### src/common/xrp_pkg.sv
// shared constants for the receive word packer
package xrp_pkg;
    // register byte offsets
    localparam logic [7:0] REG_CTRL   = 8'h00;
    localparam logic [7:0] REG_STATUS = 8'h04;
    localparam logic [7:0] REG_MASK   = 8'h08;
    localparam logic [7:0] REG_WORD   = 8'h0C;
    localparam logic [7:0] REG_SKEW   = 8'h10;
    localparam logic [7:0] REG_COUNT  = 8'h14;
    // control field layout
    localparam int CTRL_W      = 5;
    localparam int CTRL_MODE   = 0;
    localparam int MODE_W      = 3;
    localparam int CTRL_LOWLAT = 3;
    localparam int CTRL_TXIDLE = 4;
    localparam logic [CTRL_W-1:0] CTRL_RST = 5'h00;
    localparam int SKEW_W = 4;
    localparam logic [SKEW_W-1:0] SKEW_RST = 4'h0;
    // functional mode codes
    localparam logic [MODE_W-1:0] MODE_BASIC = 3'h0;
    localparam logic [MODE_W-1:0] MODE_PIPE  = 3'h1;
    localparam logic [MODE_W-1:0] MODE_GIGE  = 3'h2;
    localparam logic [MODE_W-1:0] MODE_SRIO  = 3'h3;
    localparam logic [MODE_W-1:0] MODE_XAUI  = 3'h4;
    // per-byte half word layout
    localparam int SYM_W    = 16;
    localparam int SYM_DATA = 0;
    localparam int BYTE_W   = 8;
    localparam int SYM_CTRL = 8;
    localparam int SYM_ERR  = 9;
    localparam int SYM_SYNC = 10;
    localparam int SYM_DISP = 11;
    localparam int SYM_PAT  = 12;
    localparam int SYM_DEL  = 13;
    localparam int SYM_INS  = 14;
    localparam int SYM_LINK = 13;
    localparam int LINK_W   = 2;
    localparam int SYM_RD   = 15;
    localparam int WORD_W   = 32;
    localparam int HI_LSB   = 16;
    // interrupt status bits
    localparam int EV_DEC  = 0;
    localparam int EV_DISP = 1;
    localparam int EV_SYNC = 2;
    localparam int EV_DEL  = 3;
    localparam int EV_INS  = 4;
    localparam int EV_W    = 5;
    localparam int CNT_W   = 16;
endpackage

### src/rtl/xrp_lane_pack.sv
// pairs two byte symbols into one receive word
`timescale 1ns/1ps
module xrp_lane_pack #(
    parameter int SYM_W = xrp_pkg::SYM_W
) (
    // clock and reset
    input  wire logic               clock_in,
    input  wire logic               srst_in,
    // symbol stream
    input  wire logic               sym_valid_in,
    input  wire logic [SYM_W-1:0]   sym_in,
    input  wire logic               pair_clr_in,
    // packed word
    output logic [2*SYM_W-1:0]      word_out,
    output logic                    word_valid_out
);
    typedef enum logic {PK_LOW, PK_HIGH} xrp_pk_state_t;
    typedef struct packed {
        xrp_pk_state_t        st;
        logic [SYM_W-1:0]     lo;
        logic [2*SYM_W-1:0]   word;
        logic                 vld;
    } xrp_pk_st_t;

    xrp_pk_st_t r_q;
    xrp_pk_st_t r_d;

    ////////////////////////////////////////////////////////////////////////////////
    // earlier symbol low, later symbol high, whole word in one edge
    always_comb begin
        r_d = r_q;
        r_d.vld = 1'b0;
        if (pair_clr_in) begin
            r_d.st = PK_LOW;
        end else if (sym_valid_in) begin
            case (r_q.st)
                PK_LOW: begin
                    r_d.lo = sym_in;
                    r_d.st = PK_HIGH;
                end
                PK_HIGH: begin
                    r_d.word = {sym_in, r_q.lo};
                    r_d.vld  = 1'b1;
                    r_d.st   = PK_LOW;
                end
                default: begin
                    r_d.st = PK_LOW;
                end
            endcase
        end
    end

    always_ff @(posedge clock_in) begin
        if (srst_in) begin
            r_q <= '0;
        end else begin
            r_q <= r_d;
        end
    end

    assign word_out       = r_q.word;
    assign word_valid_out = r_q.vld;
endmodule

### src/rtl/xrp_rx_word.sv
// receive fabric word packer with apb registers and interrupt
`timescale 1ns/1ps
// Summary of operation
// - earlier byte bits 7:0, later 23:16
// - control character flags at bits 8, 24
// - decode error flags at bits 9, 25
// - sync status at bits 10, 26
// - disparity error at bits 11, 27
// - pattern detect at bits 12, 28
// - skip deleted at 13, 29 outside pipe
// - skip inserted at 14, 30 outside pipe
// - pipe mode: link status at 14:13, 30:29
// - running disparity at bits 15, 31
// - low latency bypasses coder, aligner, rate match
// - transmit idle disables serial output driver
// - signal detect only with coder enabled
// - xaui mode adds deskew; rate match flags come in every non-pipe mode; both only outside low latency
module xrp_rx_word (
    // clock and reset
    input  wire logic        clock_in,
    input  wire logic        srst_in,
    // apb slave
    input  wire logic [7:0]  paddr_in,
    input  wire logic        psel_in,
    input  wire logic        penable_in,
    input  wire logic        pwrite_in,
    input  wire logic [31:0] pwdata_in,
    output logic [31:0]      prdata_out,
    output logic             pready_out,
    output logic             pslverr_out,
    // decoded byte stream from the line side
    input  wire logic        byte_valid_in,
    input  wire logic [7:0]  byte_in,
    input  wire logic        ctrl_det_in,
    input  wire logic        dec_err_in,
    input  wire logic        sync_in,
    input  wire logic        disp_err_in,
    input  wire logic        pat_det_in,
    input  wire logic        rm_del_in,
    input  wire logic        rm_ins_in,
    input  wire logic [1:0]  link_stat_in,
    input  wire logic        run_disp_in,
    input  wire logic        sig_det_raw_in,
    // fabric word and line controls
    output logic [31:0]      rx_word_out,
    output logic             rx_word_valid_out,
    output logic             tx_drv_oe_out,
    output logic             sig_det_out,
    output logic             rec_clk_en_out,
    output logic             irq_out
);
    typedef struct packed {
        logic [xrp_pkg::CTRL_W-1:0] ctrl;
        logic [xrp_pkg::SKEW_W-1:0] skew;
        logic [xrp_pkg::EV_W-1:0]   mask;
        logic [xrp_pkg::EV_W-1:0]   stat;
        logic [31:0]                prdata;
        logic                       slverr;
        logic [31:0]                last;
        logic [xrp_pkg::CNT_W-1:0]  cnt;
        logic                       sync_prev;
        logic                       oe;
        logic                       sigdet;
        logic                       recclk;
        logic                       irq;
    } xrp_top_st_t;

    xrp_top_st_t r_q;
    xrp_top_st_t r_d;

    logic [xrp_pkg::MODE_W-1:0] mode;
    logic                       lowlat;
    logic                       pipe;
    logic [xrp_pkg::SYM_W-1:0]  sym;
    logic [xrp_pkg::SKEW_W-1:0] delay;
    logic                       ds_valid;
    logic [xrp_pkg::SYM_W-1:0]  ds_sym;
    logic [31:0]                word;
    logic                       word_valid;
    logic                       wr_acc;
    logic                       ctrl_wr;
    logic [xrp_pkg::EV_W-1:0]   ev;
    logic [xrp_pkg::EV_W-1:0]   clr;

    assign mode   = r_q.ctrl[xrp_pkg::CTRL_MODE +: xrp_pkg::MODE_W];
    assign lowlat = r_q.ctrl[xrp_pkg::CTRL_LOWLAT];
    assign pipe   = (mode == xrp_pkg::MODE_PIPE);

    ////////////////////////////////////////////////////////////////////////////////
    // per-byte symbol assembly
    always_comb begin
        sym = '0;
        sym[xrp_pkg::SYM_DATA +: xrp_pkg::BYTE_W] = byte_in;
        if (!lowlat) begin
            sym[xrp_pkg::SYM_CTRL] = ctrl_det_in;
            sym[xrp_pkg::SYM_ERR]  = dec_err_in;
            sym[xrp_pkg::SYM_SYNC] = sync_in;
            sym[xrp_pkg::SYM_DISP] = disp_err_in;
            sym[xrp_pkg::SYM_PAT]  = pat_det_in;
            sym[xrp_pkg::SYM_RD]   = run_disp_in;
            if (pipe) begin
                sym[xrp_pkg::SYM_LINK +: xrp_pkg::LINK_W] = link_stat_in;
            end else begin
                sym[xrp_pkg::SYM_DEL] = rm_del_in;
                sym[xrp_pkg::SYM_INS] = rm_ins_in;
            end
        end
    end

    // deskew only acts in xaui mode with the coded path
    assign delay = (mode == xrp_pkg::MODE_XAUI && !lowlat) ? r_q.skew : '0;

    xrp_skew_mem #(
        .W  (xrp_pkg::SYM_W),
        .AW (xrp_pkg::SKEW_W)
    ) u_skew (
        .clock_in     (clock_in),
        .srst_in      (srst_in),
        .wr_valid_in  (byte_valid_in),
        .wr_data_in   (sym),
        .delay_in     (delay),
        .rd_valid_out (ds_valid),
        .rd_data_out  (ds_sym)
    );

    xrp_lane_pack #(
        .SYM_W (xrp_pkg::SYM_W)
    ) u_pack (
        .clock_in       (clock_in),
        .srst_in        (srst_in),
        .sym_valid_in   (ds_valid),
        .sym_in         (ds_sym),
        .pair_clr_in    (ctrl_wr),
        .word_out       (word),
        .word_valid_out (word_valid)
    );

    assign rx_word_out       = word;
    assign rx_word_valid_out = word_valid;

    ////////////////////////////////////////////////////////////////////////////////
    // events, registers and apb access
    assign wr_acc  = psel_in && penable_in && pwrite_in;
    assign ctrl_wr = wr_acc && (paddr_in == xrp_pkg::REG_CTRL);
    assign clr     = (wr_acc && paddr_in == xrp_pkg::REG_STATUS) ?
                     pwdata_in[xrp_pkg::EV_W-1:0] : '0;

    always_comb begin
        ev = '0;
        if (word_valid) begin
            ev[xrp_pkg::EV_DEC]  = word[xrp_pkg::SYM_ERR] |
                                   word[xrp_pkg::HI_LSB + xrp_pkg::SYM_ERR];
            ev[xrp_pkg::EV_DISP] = word[xrp_pkg::SYM_DISP] |
                                   word[xrp_pkg::HI_LSB + xrp_pkg::SYM_DISP];
            ev[xrp_pkg::EV_SYNC] = r_q.sync_prev & ~word[xrp_pkg::HI_LSB + xrp_pkg::SYM_SYNC];
            ev[xrp_pkg::EV_DEL]  = !pipe && (word[xrp_pkg::SYM_DEL] |
                                   word[xrp_pkg::HI_LSB + xrp_pkg::SYM_DEL]);
            ev[xrp_pkg::EV_INS]  = !pipe && (word[xrp_pkg::SYM_INS] |
                                   word[xrp_pkg::HI_LSB + xrp_pkg::SYM_INS]);
        end
    end

    always_comb begin
        r_d = r_q;
        for (int i = 0; i < xrp_pkg::EV_W; i++) begin
            r_d.stat[i] = (r_q.stat[i] & ~clr[i]) | ev[i];
        end
        if (word_valid) begin
            r_d.last      = word;
            r_d.cnt       = xrp_pkg::CNT_W'(r_q.cnt + 1'b1);
            r_d.sync_prev = word[xrp_pkg::HI_LSB + xrp_pkg::SYM_SYNC];
        end
        if (psel_in && !penable_in) begin
            r_d.slverr = 1'b0;
            case (paddr_in)
                xrp_pkg::REG_CTRL:   r_d.prdata = 32'(r_q.ctrl);
                xrp_pkg::REG_STATUS: r_d.prdata = 32'(r_q.stat);
                xrp_pkg::REG_MASK:   r_d.prdata = 32'(r_q.mask);
                xrp_pkg::REG_WORD:   r_d.prdata = r_q.last;
                xrp_pkg::REG_SKEW:   r_d.prdata = 32'(r_q.skew);
                xrp_pkg::REG_COUNT:  r_d.prdata = 32'(r_q.cnt);
                default: begin
                    r_d.prdata = '0;
                    r_d.slverr = 1'b1;
                end
            endcase
        end
        if (wr_acc) begin
            case (paddr_in)
                xrp_pkg::REG_CTRL: r_d.ctrl = pwdata_in[xrp_pkg::CTRL_W-1:0];
                xrp_pkg::REG_MASK: r_d.mask = pwdata_in[xrp_pkg::EV_W-1:0];
                xrp_pkg::REG_SKEW: r_d.skew = pwdata_in[xrp_pkg::SKEW_W-1:0];
                default: r_d.mask = r_q.mask;
            endcase
        end
        r_d.oe     = !r_q.ctrl[xrp_pkg::CTRL_TXIDLE];
        r_d.sigdet = sig_det_raw_in && !lowlat;
        r_d.recclk = (mode == xrp_pkg::MODE_GIGE);
        r_d.irq    = |(r_q.stat & r_q.mask);
    end

    always_ff @(posedge clock_in) begin
        if (srst_in) begin
            r_q      <= '0;
            r_q.ctrl <= xrp_pkg::CTRL_RST;
            r_q.skew <= xrp_pkg::SKEW_RST;
        end else begin
            r_q <= r_d;
        end
    end

    assign prdata_out     = r_q.prdata;
    assign pready_out     = 1'b1;
    assign pslverr_out    = r_q.slverr && psel_in && penable_in;
    assign tx_drv_oe_out  = r_q.oe;
    assign sig_det_out    = r_q.sigdet;
    assign rec_clk_en_out = r_q.recclk;
    assign irq_out        = r_q.irq;

    ////////////////////////////////////////////////////////////////////////////////
    // checks
    logic [xrp_pkg::CTRL_W+xrp_pkg::SKEW_W-1:0] cfg_h1;
    logic [xrp_pkg::CTRL_W+xrp_pkg::SKEW_W-1:0] cfg_h2;
    logic                                       steady;
    always_ff @(posedge clock_in) begin
        cfg_h1 <= {r_q.ctrl, r_q.skew};
        cfg_h2 <= cfg_h1;
    end
    assign steady = (cfg_h1 == {r_q.ctrl, r_q.skew}) && (cfg_h2 == cfg_h1) && (delay == '0);
endmodule

### src/rtl/xrp_skew_mem.sv
// lane deskew buffer with registered read data
`timescale 1ns/1ps
module xrp_skew_mem #(
    parameter int W  = xrp_pkg::SYM_W,
    parameter int AW = xrp_pkg::SKEW_W
) (
    // clock and reset
    input  wire logic          clock_in,
    input  wire logic          srst_in,
    // write side
    input  wire logic          wr_valid_in,
    input  wire logic [W-1:0]  wr_data_in,
    input  wire logic [AW-1:0] delay_in,
    // read side
    output logic               rd_valid_out,
    output logic [W-1:0]       rd_data_out
);
    typedef struct packed {
        logic [AW-1:0] wp;
        logic [W-1:0]  rd;
        logic          vld;
    } xrp_mem_st_t;

    xrp_mem_st_t r_q;
    xrp_mem_st_t r_d;
    logic [W-1:0] mem_q [2**AW];

    ////////////////////////////////////////////////////////////////////////////////
    // read the symbol written delay_in writes ago
    always_comb begin
        r_d = r_q;
        r_d.vld = wr_valid_in;
        if (wr_valid_in) begin
            r_d.wp = AW'(r_q.wp + 1'b1);
            r_d.rd = (delay_in == '0) ? wr_data_in : mem_q[AW'(r_q.wp - delay_in)];
        end
    end

    always_ff @(posedge clock_in) begin
        if (srst_in) begin
            r_q <= '0;
        end else begin
            r_q <= r_d;
        end
    end

    always_ff @(posedge clock_in) begin
        if (wr_valid_in) begin
            mem_q[r_q.wp] <= wr_data_in;
        end
    end

    assign rd_valid_out = r_q.vld;
    assign rd_data_out  = r_q.rd;
endmodule

### config.mk
export PLATFORM = sky130hd
export DESIGN_NAME = xrp_rx_word
export DESIGN_NICKNAME = d
export VERILOG_FILES = /design/src/common/xrp_pkg.sv /design/src/rtl/xrp_lane_pack.sv /design/src/rtl/xrp_rx_word.sv /design/src/rtl/xrp_skew_mem.sv
export SDC_FILE = /design/constraint.sdc
export NUM_CORES = 1
export LEC_CHECK = 0
export ABC_AREA = 0
export BUFFER_PORTS_ARGS = -buffer_cell sky130_fd_sc_hd__buf_2
export CORE_ASPECT_RATIO = 0.75
export CORE_MARGIN = 2
export CORE_UTILIZATION = 30
export DETAILED_ROUTE_END_ITERATION = 7
export GPL_TIMING_DRIVEN = 0
export HOLD_SLACK_MARGIN = 0.05
export PLACE_DENSITY = 0.58
export RECOVER_POWER = 50
export SETUP_SLACK_MARGIN = 0.2
export SYNTH_ARGS = -nofsm -noshare
export SYNTH_HDL_FRONTEND = slang
export SYNTH_SLANG_ARGS = --single-unit
### constraint.sdc
create_clock -name clock_in -period 4.12 [get_ports clock_in]
set_clock_uncertainty 0.05 [all_clocks]
set_input_delay 0.412 -clock clock_in [delete_from_list [all_inputs] [get_ports clock_in]]
set_output_delay 0.412 -clock clock_in [all_outputs]
set_load 0.02 [all_outputs]
==> results.sh <==
export IMPL_place_ws_ns=-0.1944
export IMPL_drv_cap=6
export IMPL_die_w_um=283.2
export IMPL_final_cell_area_um2=20330
export IMPL_finalWorstSetupSlack_ns=0.4113
export IMPL_synth_ff_latch_count=431
export IMPL_wl_per_cell_um=20.93
export IMPL_place_area_um2=19060
export IMPL_period_minus_slack_ns=3.709
export IMPL_ff2ff_path_depth=13
export IMPL_cp_slowest_cell="fa_1"
export IMPL_tightest_slew_ns=1.631
export IMPL_yosysSeqAreaShare_pct=63.79
export IMPL_peakVddDrop_mv=0.2376
export IMPL_num_vias=10770
export IMPL_path_cells="buf_6 -> nor4b_4 -> and2_2 -> ha_1 -> inv_1 -> fa_1 -> clkbuf_1 -> buf_4 -> clkbuf_4 -> mux4_2 -> mux2_2 -> o41ai_1 -> a21oi_1"
export IMPL_post_route_util_pct=35.28
export IMPL_area_growth_pct=15.88
export IMPL_ant_nets=0
export IMPL_dp_hpwl_um=32140
export IMPL_slew_viol_final=96
export IMPL_firstDrtPassIters=5
export IMPL_slew_headroom_pct=-8.794
export IMPL_synth_main_ff_cell="edfxtp_1"
export IMPL_start_util_pct=30.45
export IMPL_coreArea_um2=57630
export IMPL_async_flop_share_pct=0
export IMPL_hp_class="in -> reg"
export IMPL_cts_tree="done"
export IMPL_drive_gt1_share_pct=19.73
export IMPL_h_tree_depth=2
export IMPL_worstPathArrival_ns=4.09
export IMPL_cp_end_kind="flip-flop"
export IMPL_syn_inst=1243
export IMPL_violations="max-capacitance violations, max-slew violations"
export IMPL_viasPerCell=4.873
export IMPL_max_stage_delay_ns=0.50
export IMPL_leakagePower_nw=6.705
export IMPL_grt_overflow=0
export IMPL_rr_endpoint="u_skew.rd_data_out[9]"
export IMPL_r2r_setup_slack_ns=0.41
export IMPL_cts_buffers=42
export IMPL_drc_errors=0
export IMPL_path_clk_slew_ns=0.06
export IMPL_r2r_start="lowlat"
export IMPL_rows=76
export IMPL_post_synth_num_cell_types=62
export IMPL_grt_max_degree=18
export IMPL_cp_start_kind="flip-flop"
export IMPL_grt_usage_pct=15.10
export IMPL_syn_cell_area_um2=17540
export IMPL_setup_viol_count_final=0
export IMPL_cp_required_ns=4.50
export IMPL_die_area_um2=60450
export IMPL_clk_latency_ns=0.56
export IMPL_power_density_nw_per_um2=448.3
export IMPL_crit_fanout=10
export IMPL_timing_final_crit_share_pct=90.02
export IMPL_whs_endpoint="sig_det_out"
export IMPL_port_buffers=105
export IMPL_status="finished, violations left"
export IMPL_use_met2_pct=21.65
export IMPL_grt_pass1_vias=10410
export IMPL_layout_nets=1470
export IMPL_die_h_um=213.4
export IMPL_finalHoldViolations=0
export IMPL_power_w=0.009115
export IMPL_cts_root_buf="clkbuf_16"
export IMPL_cts_sinks=431
export IMPL_drtIter0Drc=952
export IMPL_wl_um=46260
export IMPL_min_from="sig_det_raw_in"
export IMPL_rsz0062_at_grt="true"
export IMPL_clock_path_buffers=3
export IMPL_antenna_found_initial=2
export IMPL_top_usage_layer="met1"
export IMPL_max_freq_mhz=269.6
export IMPL_grt_first_pass_wirelength_um=68410
export IMPL_worstSetupStartpoint="lowlat"
export IMPL_grtUsageMet1_pct=23.37
export IMPL_synth_area_per_cell_um2=14.11
export IMPL_synth_warning_count=0
export IMPL_fillers=5654
export IMPL_use_met3_pct=3.266
export IMPL_synth_edf_count=256
export IMPL_critical_path_class="reg -> reg"
export IMPL_whs_path_depth=2
export IMPL_place_congestion=0.8555
export IMPL_synth_nets=1317
export IMPL_io_pins=136
export IMPL_cts_hold_buf=0
[sequential cells by signal (all words and copies together) (netlist names)]
| register | count |
|---|---|
| rec_clk_en_out | 1 |
| mode | 3 |
| u_pack.r_q | 17 |
| u_pack.word_valid_out | 1 |
| u_skew.rd_valid_out | 1 |
| sig_det_out | 1 |
| lowlat | 1 |
| irq_out | 1 |
| u_skew.mem_q | 256 |
| tx_drv_oe_out | 1 |
| r_q | 64 |
| u_pack.word_out | 32 |
| prdata_out | 32 |
| u_skew.rd_data_out | 16 |
| u_skew.r_q | 4 |
[cells in the final DEF (no fill, tap or decap), drive strengths merged, types with 2 or more instances in the layout]
master    instances
and3              5
mux2             21
nor3b             2
ha                8
a21oi            30
and2             21
nand3            21
nand4             4
buf             109
nor3              9
nor2            180
nor2b             4
xor2              8
mux4             69
o22ai             4
a2111oi          15
bufinv            2
a22o              9
nor4              3
nand2            42
xnor2            11
a211oi            2
or3               2
edfxtp          256
clkbuf          194
clkinv           11
o21ai            17
nor4b             2
inv              23
a22oi            33
xnor3             3
nand2b            3
mux2i           109
dfxtp           175
o41ai             5
clkinvlp          2
[area by class of cell]
| class | instances | area (um^2) | share of cell area [%] |
|---|---|---|---|
| Antenna cell | 1 | 2.502 | 0.01231 |
| Clock inverter | 17 | 160.2 | 0.7877 |
| Multi-Input combinational cell | 657 | 5483 | 26.97 |
| Inverter | 21 | 78.83 | 0.3877 |
| Tap cell | 780 | 975.9 | 4.800 |
| Clock buffer | 60 | 1179 | 5.797 |
| Timing Repair Buffer | 109 | 460.4 | 2.265 |
| Buffer | 134 | 800.8 | 3.939 |
| Sequential cell | 431 | 11190 | 55.04 |
[worst max path at each step]
stage | to | slack [ns] | cells after the start
4_1_cts | u_skew.rd_data_out[10] | 0.12 | 13
6_report | u_skew.rd_data_out[9] | 0.41 | 13
2_1_floorplan | u_skew.rd_data_out[10] | 0.74 | 13
3_5_place_dp | u_skew.rd_data_out[11] | -0.19 | 13
3_3_place_gp | u_skew.rd_data_out[10] | -0.16 | 12
5_1_grt | u_skew.rd_data_out[11] | 0.15 | 12
[kinds of logic (layout without fill, tap and decap cells)]
group,Yosys count,after routing,share of synthesized area [%]
xor+xnor,22,22,1.341
other cells,1,2,0.02137
simple gates,304,304,7.752
buf+inv,155,341,4.914
compound gates,122,122,4.992
mux,199,199,16.51
fa+ha+maj,9,9,0.6847
flops,431,431,63.79
[metrics by stage]
stage	TNS, ns	instances	hold slack (ns)
finish	0	2210	0.09461
global route	0	2209	0.07792
CTS	0	2207	0.06867
detailed placement	-1.265	2129	0.4162
global placement	-0.9679	2128	0.4113
floorplan	0	1243	0.3601
[critical path, delay by kind of cell, from the launching register on]
family,cells,cell delay [ns]
adder cells (fa/ha/maj),2,0.66
AND/OR/NAND/NOR,2,0.53
AO/OA/AOI/OAI,2,0.35
buffers and inverters,5,1.02
flip-flops,1,0.31
multiplexers,2,0.67
[cells in the mapped netlist, drive strengths merged (2+ instances only)]
library cell,number,share of area (%)
mux4,69,8.9
o21ai,17,0.48
ha,8,0.57
a22o,9,0.46
nor3,9,0.26
o22ai,4,0.14
a2111oi,15,0.93
nor3b,2,0.086
o41ai,5,0.25
xnor3,3,0.39
nand2b,3,0.11
nor2,180,3.9
or3,2,0.071
and3,5,0.18
a211oi,2,0.086
nor4,3,0.19
inv,21,0.45
xor2,8,0.40
a21oi,30,0.88
nand3,21,0.60
nor2b,4,0.14
nor4b,2,0.19
xnor2,11,0.55
mux2i,109,6.2
dfxtp,175,20
and2,21,0.77
nand2,42,0.90
a22oi,33,1.4
edfxtp,256,44
clkbuf,48,1.0
mux2,21,1.4
nand4,4,0.14
buf,86,3.4
[timing repair]
item,4_1_cts,5_1_grt
resized for setup,6,13
pin swaps,1,0
buffers inserted,1,2
setup endpoints to repair,16,16
hold endpoints to repair,0,0
[power breakdown]
group | internal (W) | switching [W] | total, W
Clock | 0.00213 | 0.00165 | 0.00378
Sequential | 0.00463 | 0.0000578 | 0.00468
Combinational | 0.000258 | 0.000391 | 0.000649
[per-layer routing]
layer  vias to the layer above  wire [um]
met5                         -          0
met4                         0        605
met2                       319      19590
met1                      5553      22930
met3                        50       3130
li1                       4848          -
No activity file was read; power rests on OpenSTA's default activity.
